`src/rtl/hmp_pkg.sv`:
```
// Purpose: shared constants and types of the host mailbox ports
// Assumes: three identical byte-wide ports
// Notes: offsets are controller register addresses
`default_nettype none
package hmp_pkg;
   localparam int NPORTS = 3;
   localparam int DW = 8;
   // bundle: {port index, command flag, data}
   localparam int BW = 11;
   localparam int BUF_DEPTH = 2;
   localparam logic [7:0] KBD_STATUS_OFS = 8'had;
   localparam logic [7:0] KBD_INPUT_OFS = 8'hae;
   localparam logic [7:0] KBD_OUTPUT_OFS = 8'haf;
   localparam logic [7:0] PWR1_STATUS_OFS = 8'hbd;
   localparam logic [7:0] PWR1_INPUT_OFS = 8'hbe;
   localparam logic [7:0] PWR1_OUTPUT_OFS = 8'hbf;
   localparam logic [7:0] PWR2_STATUS_OFS = 8'hf5;
   localparam logic [7:0] PWR2_INPUT_OFS = 8'hf6;
   localparam logic [7:0] PWR2_OUTPUT_OFS = 8'hf7;
   localparam logic [7:0] STATUS_OFS [NPORTS] =
      '{KBD_STATUS_OFS, PWR1_STATUS_OFS, PWR2_STATUS_OFS};
   localparam logic [7:0] INPUT_OFS [NPORTS] =
      '{KBD_INPUT_OFS, PWR1_INPUT_OFS, PWR2_INPUT_OFS};
   localparam logic [7:0] OUTPUT_OFS [NPORTS] =
      '{KBD_OUTPUT_OFS, PWR1_OUTPUT_OFS, PWR2_OUTPUT_OFS};
   // status register fields
   localparam int OBF_BIT = 0;
   localparam int IBF_BIT = 1;
   localparam int USER_LO_BIT = 2;
   localparam int CMD_BIT = 3;
   localparam int USER_HI_LSB = 4;
   localparam logic FLAG_RESET = 1'b0;
   localparam logic [1:0] PORT_NONE = 2'h3;
   // synced pins: {data, write_n, read_n, addr, select_n[2:0]}
   localparam logic [13:0] SYNC_RESET = 14'h0037;
   typedef enum logic [2:0] {
      HST_IDLE = 3'h1,
      HST_READ = 3'h2,
      HST_WRITE = 3'h4
   } hmp_host_st_t;
endpackage
`default_nettype wire

```
`src/rtl/hmp_xfer_if.sv`:
```
// Purpose: valid/ready carrier for buffered host writes
// Assumes: one source and one sink on the same clock
// Notes: data is held by the source while valid and not ready
`timescale 1ns/10ps
`default_nettype none
interface hmp_xfer_if #(parameter int W = 11) ();
   logic valid;
   logic ready;
   logic [W-1:0] data;
   modport src (output valid, output data, input ready);
   modport snk (input valid, input data, output ready);
endinterface
`default_nettype wire

```
`src/rtl/hmp_ports.sv`:
```
// Purpose: three host mailbox ports between a host bus and the controller
// Assumes: host pins are asynchronous and pass two flip-flops
// Notes: data, output, command and user status bits are never reset
`timescale 1ns/10ps
`default_nettype none
// Summary of operation
// one low select picks a port; none or several low is ignored
// host read gives output data at address 0, status at address 1
// host write loads input data; command flag follows address bit
// each port has input, output and status registers on both sides
// input data is host write-only; controller writes are ignored
// a host write sets that port's input-full flag
// input-full with its enable raises a controller interrupt
// input data registers are untouched by reset
// status: bit3 command, bit1 input full, bit0 output full, rest user
// five user status bits: controller read/write, host read-only
// reset clears only status bits 1 and 0
// controller map at the fixed special register addresses
// controller read of input data clears input-full
// controller write sets output-full; host read of output clears it
// output-full drives host interrupt: high for keyboard, low others
// command flags change only on host writes
// controller status writes touch only user bits
module hmp_ports (
   input wire logic clk,
   input wire logic resetn,
   input wire logic kbd_port_select_n,
   input wire logic power_port_one_select_n,
   input wire logic power_port_two_select_n,
   input wire logic host_addr_bit,
   input wire logic host_read_strobe_n,
   input wire logic host_write_strobe_n,
   input wire logic [7:0] host_data_in,
   output logic [7:0] host_data_out,
   output logic host_data_oe,
   input wire logic [7:0] sfr_addr,
   input wire logic sfr_wr_en,
   input wire logic sfr_rd_en,
   input wire logic [7:0] sfr_wdata,
   output logic [7:0] sfr_rdata,
   input wire logic kbd_in_irq_enable,
   input wire logic power_one_in_irq_enable,
   input wire logic power_two_in_irq_enable,
   output logic kbd_in_irq,
   output logic power_one_in_irq,
   output logic power_two_in_irq,
   output logic kbd_host_irq,
   output logic power_one_host_irq_n,
   output logic power_two_host_irq_n
);
   localparam int N = hmp_pkg::NPORTS;
   localparam int DW = hmp_pkg::DW;

   logic rst_m_q, rst_n_q;
   logic [13:0] sync1_q, sync2_q;
   logic [2:0] sel_n_s;
   logic addr_s, rd_a, wr_a;
   logic [DW-1:0] data_s;
   logic [1:0] port_s;

   // host cycle state
   hmp_pkg::hmp_host_st_t st_q, st_d;
   logic [1:0] port_q, port_d;
   logic addr_q, addr_d;
   logic [DW-1:0] wdat_q, wdat_d, hout_q, hout_d;
   logic oe_q, oe_d, pend_q, pend_d;
   logic [hmp_pkg::BW-1:0] pdat_q, pdat_d;
   logic rd_done;

   // flags and storage
   logic [N-1:0] ibf_q, ibf_d, obf_q, obf_d, cmd_q, cmd_d;
   logic [N-1:0] hit_st, hit_in, hit_out, drain_p, en;
   logic [N-1:0] iirq_q, iirq_d;
   logic [DW-1:0] din_q [N];
   logic [DW-1:0] din_d [N];
   logic [DW-1:0] dout_q [N];
   logic [DW-1:0] dout_d [N];
   logic [4:0] user_q [N];
   logic [4:0] user_d [N];
   logic [DW-1:0] stat [N];
   logic [DW-1:0] rdat_q, rdat_d;
   logic drain;

   hmp_xfer_if #(.W(hmp_pkg::BW)) fill_x ();
   hmp_xfer_if #(.W(hmp_pkg::BW)) drain_x ();

   always_ff @(posedge clk or negedge resetn) begin
      if (!resetn) begin
         rst_m_q <= 1'b0;
         rst_n_q <= 1'b0;
      end else begin
         rst_m_q <= 1'b1;
         rst_n_q <= rst_m_q;
      end
   end

   always_ff @(posedge clk or negedge rst_n_q) begin
      if (!rst_n_q) begin
         sync1_q <= hmp_pkg::SYNC_RESET;
         sync2_q <= hmp_pkg::SYNC_RESET;
      end else begin
         sync1_q <= {host_data_in, host_write_strobe_n, host_read_strobe_n,
                     host_addr_bit, power_port_two_select_n,
                     power_port_one_select_n, kbd_port_select_n};
         sync2_q <= sync1_q;
      end
   end

   assign sel_n_s = sync2_q[2:0];
   assign addr_s = sync2_q[3];
   assign rd_a = !sync2_q[4];
   assign wr_a = !sync2_q[5];
   assign data_s = sync2_q[13:6];

   always_comb begin
      case (sel_n_s)
         3'b110: port_s = 2'h0;
         3'b101: port_s = 2'h1;
         3'b011: port_s = 2'h2;
         default: port_s = hmp_pkg::PORT_NONE;
      endcase
   end

   // per-port register decode and status image
   genvar g;
   generate
      for (g = 0; g < N; g++) begin : gp
         assign hit_st[g] = (sfr_addr == hmp_pkg::STATUS_OFS[g]);
         assign hit_in[g] = (sfr_addr == hmp_pkg::INPUT_OFS[g]);
         assign hit_out[g] = (sfr_addr == hmp_pkg::OUTPUT_OFS[g]);
         assign drain_p[g] = drain && (drain_x.data[10:9] == 2'(g));
         assign stat[g] = {user_q[g][4:1], cmd_q[g], user_q[g][0],
                           ibf_q[g], obf_q[g]};
      end
   endgenerate
   assign en = {power_two_in_irq_enable, power_one_in_irq_enable,
                kbd_in_irq_enable};

   always_comb begin
      st_d = st_q;
      port_d = port_q;
      addr_d = addr_q;
      wdat_d = wdat_q;
      hout_d = hout_q;
      oe_d = oe_q;
      pend_d = pend_q && !fill_x.ready;
      pdat_d = pdat_q;
      rd_done = 1'b0;
      case (st_q)
         hmp_pkg::HST_IDLE: begin
            if (rd_a && port_s != hmp_pkg::PORT_NONE) begin
               st_d = hmp_pkg::HST_READ;
               port_d = port_s;
               addr_d = addr_s;
               oe_d = 1'b1;
               hout_d = addr_s ? stat[port_s] : dout_q[port_s];
            end else if (wr_a && port_s != hmp_pkg::PORT_NONE) begin
               st_d = hmp_pkg::HST_WRITE;
               port_d = port_s;
               addr_d = addr_s;
               wdat_d = data_s;
            end
         end
         hmp_pkg::HST_READ: begin
            if (!rd_a) begin
               st_d = hmp_pkg::HST_IDLE;
               oe_d = 1'b0;
               rd_done = !addr_q;
            end
         end
         hmp_pkg::HST_WRITE: begin
            if (wr_a) begin
               wdat_d = data_s;
            end else if (!pend_d) begin
               // a full buffer holds the cycle here until space frees
               st_d = hmp_pkg::HST_IDLE;
               pend_d = 1'b1;
               pdat_d = {port_q, addr_q, wdat_q};
            end
         end
         default: begin
            st_d = hmp_pkg::HST_IDLE;
            oe_d = 1'b0;
         end
      endcase
   end

   always_ff @(posedge clk or negedge rst_n_q) begin
      if (!rst_n_q) begin
         st_q <= hmp_pkg::HST_IDLE;
         port_q <= hmp_pkg::PORT_NONE;
         addr_q <= 1'b0;
         wdat_q <= '0;
         hout_q <= '0;
         oe_q <= 1'b0;
         pend_q <= 1'b0;
         pdat_q <= '0;
      end else begin
         st_q <= st_d;
         port_q <= port_d;
         addr_q <= addr_d;
         wdat_q <= wdat_d;
         hout_q <= hout_d;
         oe_q <= oe_d;
         pend_q <= pend_d;
         pdat_q <= pdat_d;
      end
   end

   assign fill_x.valid = pend_q;
   assign fill_x.data = pdat_q;

   hmp_buf #(.W(hmp_pkg::BW), .DEPTH(hmp_pkg::BUF_DEPTH)) u_buf (
      .clk(clk),
      .rst_n(rst_n_q),
      .in_x(fill_x),
      .out_x(drain_x)
   );

   // hold a write back while the controller reads an input register
   assign drain_x.ready = !(sfr_rd_en && |hit_in);
   assign drain = drain_x.valid && drain_x.ready;

   always_comb begin
      ibf_d = ibf_q;
      obf_d = obf_q;
      cmd_d = cmd_q;
      din_d = din_q;
      dout_d = dout_q;
      user_d = user_q;
      rdat_d = rdat_q;
      for (int i = 0; i < N; i++) begin
         if (sfr_rd_en && hit_in[i]) begin
            ibf_d[i] = 1'b0;
         end
         if (drain_p[i]) begin
            din_d[i] = drain_x.data[7:0];
            cmd_d[i] = drain_x.data[8];
            ibf_d[i] = 1'b1;
         end
         if (rd_done && port_q == 2'(i)) begin
            obf_d[i] = 1'b0;
         end
         if (sfr_wr_en && hit_out[i]) begin
            dout_d[i] = sfr_wdata;
            obf_d[i] = 1'b1;
         end
         if (sfr_wr_en && hit_st[i]) begin
            user_d[i] = {sfr_wdata[7:hmp_pkg::USER_HI_LSB],
                         sfr_wdata[hmp_pkg::USER_LO_BIT]};
         end
         if (sfr_rd_en && hit_st[i]) begin
            rdat_d = stat[i];
         end
         if (sfr_rd_en && hit_in[i]) begin
            rdat_d = din_q[i];
         end
         if (sfr_rd_en && hit_out[i]) begin
            rdat_d = dout_q[i];
         end
      end
      iirq_d = ibf_d & en;
   end

   always_ff @(posedge clk or negedge rst_n_q) begin
      if (!rst_n_q) begin
         ibf_q <= {N{hmp_pkg::FLAG_RESET}};
         obf_q <= {N{hmp_pkg::FLAG_RESET}};
         iirq_q <= '0;
         rdat_q <= '0;
      end else begin
         ibf_q <= ibf_d;
         obf_q <= obf_d;
         iirq_q <= iirq_d;
         rdat_q <= rdat_d;
      end
   end

   // kept through reset
   always_ff @(posedge clk) begin
      din_q <= din_d;
      dout_q <= dout_d;
      cmd_q <= cmd_d;
      user_q <= user_d;
   end

   always_ff @(posedge clk or negedge rst_n_q) begin
      if (!rst_n_q) begin
         kbd_host_irq <= 1'b0;
         power_one_host_irq_n <= 1'b1;
         power_two_host_irq_n <= 1'b1;
      end else begin
         kbd_host_irq <= obf_d[0];
         power_one_host_irq_n <= !obf_d[1];
         power_two_host_irq_n <= !obf_d[2];
      end
   end

   assign host_data_out = hout_q;
   assign host_data_oe = oe_q;
   assign sfr_rdata = rdat_q;
   assign kbd_in_irq = iirq_q[0];
   assign power_one_in_irq = iirq_q[1];
   assign power_two_in_irq = iirq_q[2];
endmodule
`default_nettype wire

```
`src/rtl/hmp_buf.sv`:
```
// Purpose: small fifo between host write capture and the mailboxes
// Assumes: single clock, synchronous pointers
// Notes: ready and valid come from registered occupancy
`timescale 1ns/10ps
`default_nettype none
module hmp_buf #(
   parameter int W = 11,
   parameter int DEPTH = 2
) (
   input wire logic clk,
   input wire logic rst_n,
   hmp_xfer_if.snk in_x,
   hmp_xfer_if.src out_x
);
   localparam int PW = (DEPTH > 1) ? $clog2(DEPTH) : 1;
   localparam int CW = $clog2(DEPTH + 1);
   localparam logic [PW-1:0] LAST = PW'(DEPTH - 1);
   localparam logic [CW-1:0] FULL = CW'(DEPTH);
   logic [W-1:0] mem_q [DEPTH];
   logic [W-1:0] mem_d [DEPTH];
   logic [PW-1:0] wptr_q, wptr_d, rptr_q, rptr_d;
   logic [CW-1:0] cnt_q, cnt_d;
   logic push, pop;

   assign in_x.ready = (cnt_q != FULL);
   assign out_x.valid = (cnt_q != '0);
   assign out_x.data = mem_q[rptr_q];
   assign push = in_x.valid && in_x.ready;
   assign pop = out_x.valid && out_x.ready;

   always_comb begin
      mem_d = mem_q;
      wptr_d = wptr_q;
      rptr_d = rptr_q;
      cnt_d = cnt_q;
      if (push) begin
         mem_d[wptr_q] = in_x.data;
         wptr_d = (wptr_q == LAST) ? '0 : wptr_q + 1'b1;
      end
      if (pop) begin
         rptr_d = (rptr_q == LAST) ? '0 : rptr_q + 1'b1;
      end
      if (push && !pop) begin
         cnt_d = cnt_q + 1'b1;
      end else if (pop && !push) begin
         cnt_d = cnt_q - 1'b1;
      end
   end

   always_ff @(posedge clk or negedge rst_n) begin
      if (!rst_n) begin
         for (int i = 0; i < DEPTH; i++) begin
            mem_q[i] <= '0;
         end
         wptr_q <= '0;
         rptr_q <= '0;
         cnt_q <= '0;
      end else begin
         mem_q <= mem_d;
         wptr_q <= wptr_d;
         rptr_q <= rptr_d;
         cnt_q <= cnt_d;
      end
   end
endmodule
`default_nettype wire

```
`config.mk`:
```
export PLATFORM = sky130hd
export DESIGN_NAME = hmp_ports
export DESIGN_NICKNAME = d
export VERILOG_FILES = /design/src/rtl/hmp_pkg.sv /design/src/rtl/hmp_xfer_if.sv /design/src/rtl/hmp_ports.sv /design/src/rtl/hmp_buf.sv
export SDC_FILE = /design/constraint.sdc
export NUM_CORES = 1
export LEC_CHECK = 0
export BUFFER_PORTS_ARGS = -buffer_cell sky130_fd_sc_hd__buf_2
export CORE_UTILIZATION = 45
export DETAILED_ROUTE_END_ITERATION = 6
export PLACE_DENSITY_LB_ADDON = 0.1
export RECOVER_POWER = 50
export SLEW_MARGIN = 40
export SYNTH_ARGS = -nofsm -noshare
export SYNTH_HDL_FRONTEND = slang
export SYNTH_HIERARCHICAL = 1
export SYNTH_SLANG_ARGS = --single-unit
```
`constraint.sdc`:
```
create_clock -name clk -period 3.5 [get_ports clk]
set_input_delay 0.175 -clock clk [delete_from_list [all_inputs] [get_ports clk]]
set_output_delay 0.175 -clock clk [all_outputs]
set_load 0.03 [all_outputs]
```
==> results, run 1 <==
- The area growth from synthesis to layout is 17.47%.
- The post-synth net total is 643.
- The number of H-tree levels is 4.
- Hold repair after CTS inserted 25 buffers.
- The most frequently used flop master after synthesis is dfrtp_1.
- The post-detailed-routing wire length is 19520 um.
- The HPWL after detailed placement is 14450 um.
- Counting I/O delays and the setup requirement, the final critical path takes 2.321 ns.
- The max-capacitance violation count is 0.
- The total negative slack for setup checks is 0 ns.
- For met1 alone, demand over resource in global routing was 29.97%.
- The ratio of final minimum period to clock period is 66.32%.
- In this design, the stage delay of the slowest critical-path cell is 0.66 ns.
- The number of cell rows is 47.
- The initial antenna violation count was 0.
- Power spread over the standard cell area amounts to 579.4 nW/um2.
- The final net count is 726.
- Setup violations remaining at the end of the flow were counted as 0.
- The type of origin of the critical path is a flip-flop.
- The wire length per cell after detailed routing is 21.19 um.
- The buffer depth of the longest clock path is 2.
- In this run the cell area of the synthesized design comes to 7607 um2.
- The final total power is 5.177 mW.
- The share of the core filled with cells in the final layout is 54.08%.
- At the end of routability-driven placement, the weighted congestion stood at 0.8722.
- The post-route worst setup slack is 1.179 ns.
- The post-synthesis async set-or-reset flop share is 62.50%.
- The final hold violation count was 0.
- The path length in cells of the critical path is 6.
- The post-route cell area is 8936 um2.
- The met2 demand-to-capacity share in global routing is 38.92%.
- Once detail routing completed, the nets flagged for antenna violations numbered 0.
- The post-synthesis sequential element count is 176.
- The number of buffers inserted by port buffering is 59.
- The kind of cell with the highest combined delay along the critical path is flip-flops.
- After detailed routing, the number of vias per cell comes to 5.650.
- The clock-pin transition on the worst setup and hold timing paths is 0.07 ns.
- The starting density of the core is 46.04%.
- In this run the critical register-to-register path is launched from sync2_q[2].
- Across every metal layer, demand over resource in global routing totals 23.46%.
- The filler cells instantiated in the layout total 1422.
- The worst setup path is captured at a flip-flop.
- Post-CTS repair changed the size of 0 cells.
- The beginning of the critical path is sync2_q[2].
- The die span in y is 132.0 um.
- The cell count after synthesis came out at 605.
- The via count of the routed design is 5204.
- The clock network latency to the later pin of the worst-skew pair is 0.44 ns.
- Traced cell by cell, the critical path runs through xor2_1 > a21boi_1 > nand3b_1 > mux2i_1 > nand2_2 > mux2_1.
- The layer with the highest usage is met2.
- The number of clock buffers inserted by TritonCTS is 17.
- The yosys synthesis warning count is 6.
- Of all nets on the critical path, the largest fanout is 11.
- The total buffers and inverters traversed by the critical path is 0.
- Summed over all cells, the static leakage comes to 3.649 nW.
- The first global-routing pass estimated 30060 um of wire.
- The clock drives 176 sinks.
- Leaving out fill and tap cells, the most frequent cell in the layout is dfrtp_1.
- In this run the cell area measured after placement is 8107 um2.
- For this block, the initial DRC count from the detailed router was 365.
- The path depth of the worst reg2reg path is 6.
- The post-route DRC violation count is 0.
- 0 antenna diodes ended up in the layout.
- The arrival time reported for the critical path endpoint is 2.64 ns.
- The via count of the first global-routing pass is 5213.
- The met3 track demand over resource in global routing is 4.498%.
- Setup repair after global routing left no endpoint under its margin.
- The flow ran to the end, and the final reports show no timing, DRC or antenna violations.
- In the layout the commonest cells are dfrtp_1, edfxtp_1, nor2_1.
- The post-route clock skew is 0.01134 ns.
- The type of the most critical hold path is primary input to asynchronous set/reset pin.
- Once layout is complete, the cells apart from fillers number 921.
- The number of optimization iterations in the first detailed-route pass is 6.
- Entering global routing, the biggest net connects 56 pins.
- The setup slack of the worst register-to-register path is 1.18 ns.
- Once placement completed, the tool counted placed cells totaling 863.
- By startpoint and endpoint, the worst setup path is classified as flip-flop to flip-flop.
- The fraction of layout instances using a drive strength above 1 is 20.97%.
- The overall die width is 132.0 um.
- VDD sags by at most 0.0003634 V.
- The final number of max-transition violations is 0.
- The number of enable-type register cells in the synthesized netlist is 66.
- The cell sitting at the root of the clock tree is a clkbuf_16.
- The die area is 17430 um2.
- The relative max-transition margin is 18.36%.
- For this design, the slowest cell found on the critical path is dfstp_2.
- Final hold analysis gives a worst-case slack of 0.04947 ns.
- Prior to clock tree synthesis, the placed netlist has a worst setup slack of 1.182 ns.
- Counting distinct cell types in the post-synthesis netlist gives 67.
- The required time of the worst setup path is 3.82 ns.
- During I/O placement, the number of pins put on the boundary was 60.
- The clock tree from TritonCTS is done.
- The share of the Yosys chip area taken by registers is 62.48%.
- The count of buffers added by post-CTS timing repair for setup is 0.
- After synthesis, the mean cell area works out to 12.57 um2.
- The highest clock rate is 430.8 MHz.
- For the pin with the worst max-slew slack, the measured transition is 1.225 ns.
- The core footprint is 16520 um2.
- Summed over all layers, the global routing overflow is 0.
[sequential cells by signal, indices dropped and copies added (netlist names), 2 cells and up]
register	count
cmd_q	3
din_q	24
dout_q	24
fill_x.data	11
host_data_out	8
ibf_q	3
iirq_q	3
obf_q	3
port_q	2
sfr_rdata	8
st_q	3
stat	15
sync1_q	14
sync2_q	14
u_buf/cnt_q	2
u_buf/mem_q	22
wdat_q	8
[worst paths after layout]
path	to
max in group asynchronous	ibf_q[1]
setup reg to reg	wdat_q[6]
min in group clk	dout_q[4]
hold / removal	rst_n_q
hold reg to reg	sync2_q[11]
setup / recovery	wdat_q[6]
[synth_stat cells, types with 3 or more instances]
cell type	count	area, um2
a22oi_1	7	52.55
mux2i_1	15	150.1
o221ai_1	3	26.28
nand2_1	41	153.9
inv_1	12	45.04
o2111ai_1	3	26.28
mux2_4	20	300.3
o21ai_1	5	25.02
edfxtp_1	66	1982
o22ai_1	19	118.9
clkbuf_1	14	52.55
nor2b_1	4	25.02
or3_1	7	43.79
buf_2	8	40.04
and3_1	5	31.28
nand3_1	7	35.03
a31oi_1	15	93.84
nand3b_1	4	30.03
mux2_1	8	90.09
dfrtp_1	95	2377
buf_1	4	15.01
o21ai_0	26	130.1
xor2_1	4	35.03
mux2_2	27	304.0
nor3b_1	7	52.55
and2_1	5	31.28
nand4_1	6	37.54
nor2_1	60	225.2
dfstp_2	15	394.1
nor3_1	10	50.05
nand2b_1	9	56.30
a21oi_1	28	140.1
[worst reg2reg max path, stage by stage (launching register included)]
cell,delay [ns]
dfstp_2,0.66
xor2_1,0.33
a21boi_1,0.22
nand3b_1,0.24
mux2i_1,0.17
nand2_2,0.20
mux2_1,0.38
[metal layers]
| metal | routed length (um) | vias up |
|---|---|---|
| met2 | 9402 | 184 |
| met1 | 8582 | 2583 |
| li1 | - | 2396 |
| met5 | 0 | - |
| met4 | 658 | 0 |
| met3 | 875 | 41 |
[report_power, final]
| part | switching (mW) | internal, mW |
|---|---|---|
| Sequential | 0.192 | 2.40 |
| Combinational | 0.393 | 0.285 |
| Clock | 0.926 | 0.977 |
[area by class of cell]
| cell class | instances | area [um2] | area share (%) |
|---|---|---|---|
| Sequential cell | 176 | 4755 | 53.21 |
| Inverter | 12 | 45.04 | 0.5041 |
| Tap cell | 220 | 275.3 | 3.080 |
| Multi-Input combinational cell | 388 | 2651 | 29.67 |
| Clock buffer | 17 | 425.4 | 4.761 |
| Clock inverter | 15 | 177.7 | 1.988 |
| Timing Repair Buffer | 93 | 606.8 | 6.791 |
[cells by family after synthesis]
group           count (synthesis)  synth area share [%]
buf+inv                        41                 2.599
compound gates                128                 10.53
fa+ha+maj                       1                0.1644
mux                            71                 11.40
flops                         176                 62.48
other cells                     1               0.04929
xor+xnor                        6                0.6908
simple gates                  181                 12.09
Power figures use the tool's default switching activity.
==> run 2, diff against run 1 <==
==> constraint.sdc (replaced) <==
create_clock -name clk -period 2.25 [get_ports clk]
set_input_delay 0.1125 -clock clk [delete_from_list [all_inputs] [get_ports clk]]
set_output_delay 0.1125 -clock clk [all_outputs]
set_load 0.03 [all_outputs]
==> results, run 2 (synthesized netlist as in run 1, its figures left out) <==
- The ratio of final minimum period to clock period is 90.48%.
- The final period demand of the worst path is 2.036 ns.
- The path length in cells of the critical path is 6.
- Summed over all cells, the static leakage comes to 3.854 nW.
- After clock tree synthesis, the clock-pin slew on the worst setup and hold paths is 0.07 ns.
- The critical path contains buffers and inverters numbering 0 combined.
- From left edge to right edge, the die measures 132.0 um.
- The clock drives 176 sinks.
- The starting density of the core is 46.04%.
- The core footprint is 16520 um2.
- The setup-violating endpoint count in the final report is 0.
- For this design, the slowest cell found on the critical path is dfstp_2.
- In this run the critical register-to-register path is captured at wdat_q[3].
- The via count of the routed design is 5271.
- After detailed placement, the total cell area comes to 8324 um2.
- The path depth of the worst reg2reg path is 6.
- The number of routed nets with antenna violations is 0.
- The highest clock rate is 491.2 MHz.
- TritonCTS built the clock tree.
- The final hold violation count is 0.
- The filler cell count is 1431.
- Routability-driven placement finished with a final weighted congestion of 0.8820.
- The number of clock buffers inserted by TritonCTS is 17.
- The die is 132.0 um tall.
- For the worst setup path, the data required time is 2.57 ns.
- The count of buffers added on input and output ports is 59.
- The startpoint of the most critical hold path is sfr_wr_en.
- 60 I/O pins were placed.
- The clock tree root buffer cell is clkbuf_16.
- The setup slack of the worst register-to-register path is 0.21 ns.
- The tool flagged a number of max-cap violations equal to 0.
- The buffer depth of the longest clock path is 2.
- For this run, the slowest stage of the critical path takes 0.66 ns.
- The via count of the first global-routing pass is 5483.
- Of the cells placed in the final design, the portion with a size suffix greater than 1 is 26.03%.
- The detailed placement HPWL is 14800 um.
- The non-filler instance count after layout is 950.
- The initial antenna violation count was 0.
- For this run, design rule violations remaining after detail routing come to 0.
- The area growth from synthesis to layout is 20.99%.
- Entering global routing, the biggest net connects 62 pins.
- The post-route clock skew is 0.01214 ns.
- Grouping stages by cell kind, the critical path spends the most delay in flip-flops.
- The final number of max-transition violations is 0.
- The most common cell after layout, fill and taps aside is dfrtp_1.
- The type of origin of the critical path is a flip-flop.
- Data on the critical path arrives at its endpoint at 2.35 ns.
- The die covers 17430 um2.
- The first global-routing pass estimated 30990 um of wire.
- The worst-case hold path end point is obf_q[0].
- The worst setup path category is flip-flop to flip-flop.
- In this run the power density over the cells is 898.2 nW/um2.
- In the final layout, the registers with the most flip-flops are din_q (24), dout_q (24), u_buf/mem_q (22).
- In this run the post-CTS setup repair buffer count came out at 0.
- The largest fanout of any net on the critical path is 11.
- The total congestion overflow after global routing is 0.
- For this run, the share of the core covered by cells in the final layout is 55.70%.
- The H-tree was split into 4 levels.
- The final net count is 755.
- Setup repair after global routing left no endpoint under its margin.
- The worst hold slack is 0.1364 ns.
- After routing the design area is 9204 um2.
- The critical path's most frequent cell is nand3b_1.
- After detailed routing, the number of vias per cell comes to 5.548.
- The post-detailed-routing wire length is 19800 um.
- The final total power is 8.267 mW.
- Summed over all failing endpoints, the final setup total negative slack is 0 ns.
- The signal on the critical path passes through nand3b_1 > a21boi_2 > nand3b_1 > mux2i_1 > nand2_2 > mux2_1.
- The violation count after the first detailed-routing iteration is 360.
- The type of the most critical hold path is primary input to flip-flop.
- The critical path capture point type is a flip-flop.
- The number of cell rows is 47.
- Prior to clock tree synthesis, the placed netlist has a worst setup slack of 0.01096 ns.
- The top cell types in the final layout, fill and taps aside, are dfrtp_1, edfxtp_1, nor2_1.
- The origin of the critical flop-to-flop path is sync2_q[2].
- Along the worst hold path, the cell count comes to 3.
- The pre-antenna-repair detailed-routing pass consisted of 6 iterations.
- Clock latency on the worst-skew pair, taken at its later pin, is 0.44 ns.
- After detailed placement, the design holds a cell count of 891.
- The peak ir drop on the vdd network is 0.0006639 V.
- For the pin with the worst max-slew slack, the measured transition is 1.427 ns.
- The overall routing resource usage is 24.15%.
- The post-route worst setup slack is 0.2142 ns.
- The flow ran to the end, and the final reports show no timing, DRC or antenna violations.
- Headroom to the max-slew limit came out at 4.861%.
- Dividing the detail-routed wire length by the instance count gives 20.84 um.
- The number of antenna diodes in the final layout is 0.
-- run 2: cell type report --
cell class                 instances  area, um2  share of cell area [%]
multi-input combinational        388       2669                   29.00
clock buffer                      18      450.4                   4.894
inverter                          12      45.04                  0.4894
timing repair buffer             122      832.0                   9.040
clock inverter                    14      178.9                   1.944
sequential                       176       4753                   51.64
tap                              220      275.3                   2.991
-- run 2: power breakdown --
| group | switching (mW) | internal [mW] | total (mW) |
|---|---|---|---|
| combinational | 0.675 | 0.493 | 1.17 |
| clock | 1.41 | 1.68 | 3.09 |
| sequential | 0.266 | 3.74 | 4.01 |
-- run 2: worst reg2reg max path: cells and delay by family (launching register included) --
| family | cells | cell delay [ns] |
|---|---|---|
| flops | 1 | 0.66 |
| compound gates | 1 | 0.21 |
| simple gates | 3 | 0.52 |
| mux | 2 | 0.53 |
-- run 2: per-layer routing --
layer  vias to the layer above  track usage, %  wire [um]
met1                      2637           30.85       8684
li1                       2448               -          -
met2                       141           39.54       9573
met3                        45           4.498        720
met4                         0           12.14        819
met5                         -               0          0
-- run 2: worst max-delay path by stage --
stage / from / slack, ns / endpoint
after floorplan: u_buf/rptr_q / 0.19 / cmd_q[0]
after global routing: sync2_q[2] / 0.08 / wdat_q[1]
after CTS: sync2_q[2] / 0.01 / host_data_out[1]
after global placement: sync2_q[2] / 0.04 / host_data_out[1]
final: sync2_q[2] / 0.21 / wdat_q[3]
after detailed placement: sync2_q[2] / 0.01 / host_data_out[1]
-- run 2: repair_timing --
action,4_1_cts,5_1_grt
hold buffers,27,0
resized for setup,1,4
cloned,0,0
setup endpoints to repair,1,16
hold endpoints to repair,58,0
==> run 3, diff against run 2 <==
--- a/config.mk
+++ b/config.mk
@@ -5,7 +5,8 @@
 export SDC_FILE = /design/constraint.sdc
 export NUM_CORES = 1
 export LEC_CHECK = 0
-export BUFFER_PORTS_ARGS = -buffer_cell sky130_fd_sc_hd__buf_2
+export ABC_AREA = 1
+export BUFFER_PORTS_ARGS = -buffer_cell sky130_fd_sc_hd__buf_4
 export CORE_UTILIZATION = 45
 export DETAILED_ROUTE_END_ITERATION = 6
 export PLACE_DENSITY_LB_ADDON = 0.1
==> results, run 3 <==
- In the final layout, the registers with the most flip-flops are din_q (24), dout_q (24), u_buf/mem_q (22).
- For this design the total switching power over the nets is 3.278 mW.
- Power comes to 9.993 mW.
- Measured against its own limit, the worst slew margin works out to 2.848%.
- Of the total power, the clock network draws 30.4%.
- The run finished with clean final reports.
- Summing over every cut layer, the via total after detailed routing is 5778.
- Ranked by total cell area, the synthesized netlist is headed by dfrtp_1, edfxtp_1, nand2_1, dfstp_2, inv_1.
- Across the run, the number of max-cap violations was 0.
- For this design, the slowest cell found on the critical path is dfstp_2.
- The top-level I/O count is 60.
- The sequential cell area is 4753 um2.
- The average cell area after synthesis is 9.569 um2.
- In this run the horizontal extent of the chip is 133.4 um.
- The min-delay analysis places its worst path in the category primary input to flip-flop.
- The netlist uses 38 different library cells.
- In the global route stage, overall resource usage came out at 23.80%.
- The number of routed nets with antenna violations is 0.
- The cell area power density is 1075 nW/um2.
- Clock-pin slew was measured on the worst setup and hold paths at 0.07 ns.
- The fraction of layout instances using a drive strength above 1 is 17.66%.
- The clock tree root buffer cell is clkbuf_16.
- For the worst flop-to-flop path, the logic depth is 9.
- The number of enable-type register cells in the synthesized netlist is 66.
- Walking the worst path, the cells encountered are nand2_1 > inv_1 > nor3_4 > a21oi_2 > inv_2 > nand3_1 > nand3_2 > nor2_1 > a21oi_1.
- The violation count after the first detailed-routing iteration is 320.
- The final number of max-transition violations came to 0.
- Detailed placement ended at an HPWL of 14750 um.
- For this design the static power due to leakage is 4.320 nW.
- The cell count after synthesis came out at 812.
- The first global-routing pass estimated 31450 um of wire.
- The setup slack of the worst register-to-register path is 0.15 ns.
- The H-tree was split into 4 levels.
- The slew of the pin with the lowest slew margin is 1.457 ns.
- Counting instances in the post-synthesis netlist gives the leading cell types as nand2_1, inv_1, dfrtp_1.
- The post-route DRC violation count is 0.
- Buffers placed on the I/O ports in this run total 59.
- The ratio of final minimum period to clock period is 93.54%.
- The via count of the first global-routing pass is 5953.
- The post-synth net total is 850.
- For this run, asynchronously set or reset flops after synthesis account for 62.50%.
- The die covers 17800 um2.
- The startpoint identified for the worst hold timing path is sfr_wr_en.
- The pin count of the biggest net entering global routing is 40.
- For the final routed database, the setup TNS stands at 0 ns.
- The critical path capture point type is a flip-flop.
- The most common cell in the synthesized netlist is nand2_1.
- Dividing the detail-routed wire length by the instance count gives 17.13 um.
- The final hold violation count is 0.
- Summed over its instances, the top area cell type makes up 30.60% of the synthesized netlist area.
- The clock tree from TritonCTS is done.
- After synthesis, flip-flops and latches occupy 61.18% of the total area.
- Counting instances, the worst hold path has a depth of 3.
- The core region is 16700 um2.
- Sequential cells account for 46.7% of the total power.
- In this run the critical register-to-register path is launched from sync2_q[2].
- The worst setup path category is flip-flop to flip-flop.
- Summing all multi-input logic gate instances after layout gives 2436 um2.
- The number of antenna diodes in the final layout is 0.
- No sink is reached through more buffers than the 2 on the longest clock path.
- The post-detailed-route via-to-cell ratio is 5.055.
- The number of optimization iterations in the first detailed-route pass is 5.
- The Yosys step of the flow raised 6 warnings.
- The most common cell after layout, fill and taps aside is nand2_1.
- Internal power comes to 6.716 mW.
- The largest fanout of any net on the critical path is 16.
- The post-synthesis sequential element count is 176.
- The area added between synthesis and finish is 19.69%.
- The routed design could run at a clock period as short as 2.105 ns.
- Gates resized during post-CTS repair numbered 0.
- Counting the buffers created by CTS gives 17.
- Data on the critical path is required at its endpoint by 2.56 ns.
- Setup repair after global routing left no endpoint under its margin.
- The post-route clock skew is 0.008603 ns.
- The final net count is 948.
- Routability-driven placement finished with a final weighted congestion of 0.8724.
- The peak ir drop on the vdd network is 0.0005276 V.
- The worst slack at placement is 0.1764 ns.
- The cell accounting for the most synthesized area is dfrtp_1.
- The clock drives 176 sinks.
- The starting density of the core is 46.52%.
- The cell area after synthesis is 7770 um2.
- The filler cell count is 1545.
- The post-detailed-routing wire length is 19580 um.
- The number of cell rows is 47.
- The capturing point of the worst reg2reg path is wdat_q[3].
- The post-route worst setup slack is 0.1453 ns.
- The type of origin of the critical path is a flip-flop.
- The arrival time reported for the critical path endpoint is 2.41 ns.
- The die span in y is 133.4 um.
- The part of the power in combinational logic is 22.9%.
- The initial antenna violation count is 0.
- The delay of the slowest cell on the worst path is 0.55 ns.
- The worst-case hold path end point is obf_q[0].
- The setup-violating endpoint count in the final report is 0.
- The highest clock rate is 475.1 MHz.
- The clock reaches the later pin of the worst-skew pair after 0.43 ns.
- The switching power as a share of total power is 32.80%.
- The top cell types in the final layout, fill and taps aside, are nand2_1, inv_1, dfrtp_1.
- The total congestion overflow after global routing is 0.
- The most frequently used flop master after synthesis is dfrtp_1.
-- run 3: cell count changes after synthesis, sizes merged, moves of 15 or more --
cell and delta:
nand3 +37, o22ai -19, inv +98, a21oi +15, nand4 +19, nand2 +200, o21ai +26, mux2i -15
mux2 -55, a31oi -15
-- run 3: critical path: cells and delay by family, from the launching register on --
kind	cells	cell delay, ns
compound gates	2	0.44
buf+inv	2	0.24
flops	1	0.55
simple gates	5	0.76
-- run 3: layout make-up --
type	count	area share, %
clock inverter	10	1.305
inverter	112	4.520
clock buffer	22	5.207
multi-input combinational	499	26.19
tap	220	2.960
timing repair buffer	104	8.704
sequential	176	51.11
-- run 3: cell families (layout without fill, tap and decap cells) --
family | count (synthesis) | after routing | share of synthesized area [%]
adders and majority gates | 1 | 1 | 0.1610
buffers and inverters | 137 | 248 | 7.472
AOI/OAI and AO/OA | 122 | 122 | 8.953
DFF | 176 | 176 | 61.18
other | 1 | 1 | 0.04826
and+or+nand+nor | 374 | 374 | 22.08
xor gates and xnor gates | 1 | 1 | 0.1127
-- run 3: repair_timing --
| action | 4_1_cts | 5_1_grt |
|---|---|---|
| hold endpoints to repair | 58 | 0 |
| setup buffers | 0 | 0 |
| hold buffers | 27 | 0 |
-- run 3: per-layer routing --
metal	wire [um]	up-vias	track usage (%)
met5	0	-	0
met4	444	0	8.649
met3	764	28	4.300
met2	9986	127	41.72
met1	8387	2787	29.33
li1	-	2836	-
-- run 3: per-stage QoR --
| stage | cell area (um2) | hold WS, ns | util, % | instances |
|---|---|---|---|---|
| floorplan | 7771 | -0.1831 | - | 812 |
| global placement | 8479 | -0.1047 | 50.77 | 1084 |
| detailed placement | 8479 | -0.1034 | 50.77 | 1084 |
| CTS | 9355 | 0.06081 | 56.02 | 1143 |
| global route | 9300 | 0.08908 | 55.69 | 1143 |
| finish | 9300 | 0.07155 | 55.69 | 1143 |
-- run 3: how the worst max path moves through the flow --
stage,startpoint,end,slack [ns],cells past startpoint
after floorplan,rst_n_q,addr_q,0.42,0
after global placement,sfr_addr[3],din_q[1],0.20,10
after detailed placement,sync2_q[2],wdat_q[3],0.18,9
after CTS,sync2_q[2],wdat_q[3],0.16,9
after global routing,sync2_q[0],wdat_q[2],0.02,9
final,sync2_q[2],wdat_q[3],0.15,9
-- run 3: power by group through the flow --
stage / registers, mW / logic [mW] / clock network, mW
after floorplan: 4.88 / 1.30 / 0
after global placement: 4.72 / 2.23 / 0
after detailed placement: 4.74 / 2.30 / 0
after CTS: 4.68 / 2.34 / 3.10
after global routing: 4.75 / 2.58 / 3.21
final: 4.67 / 2.29 / 3.03
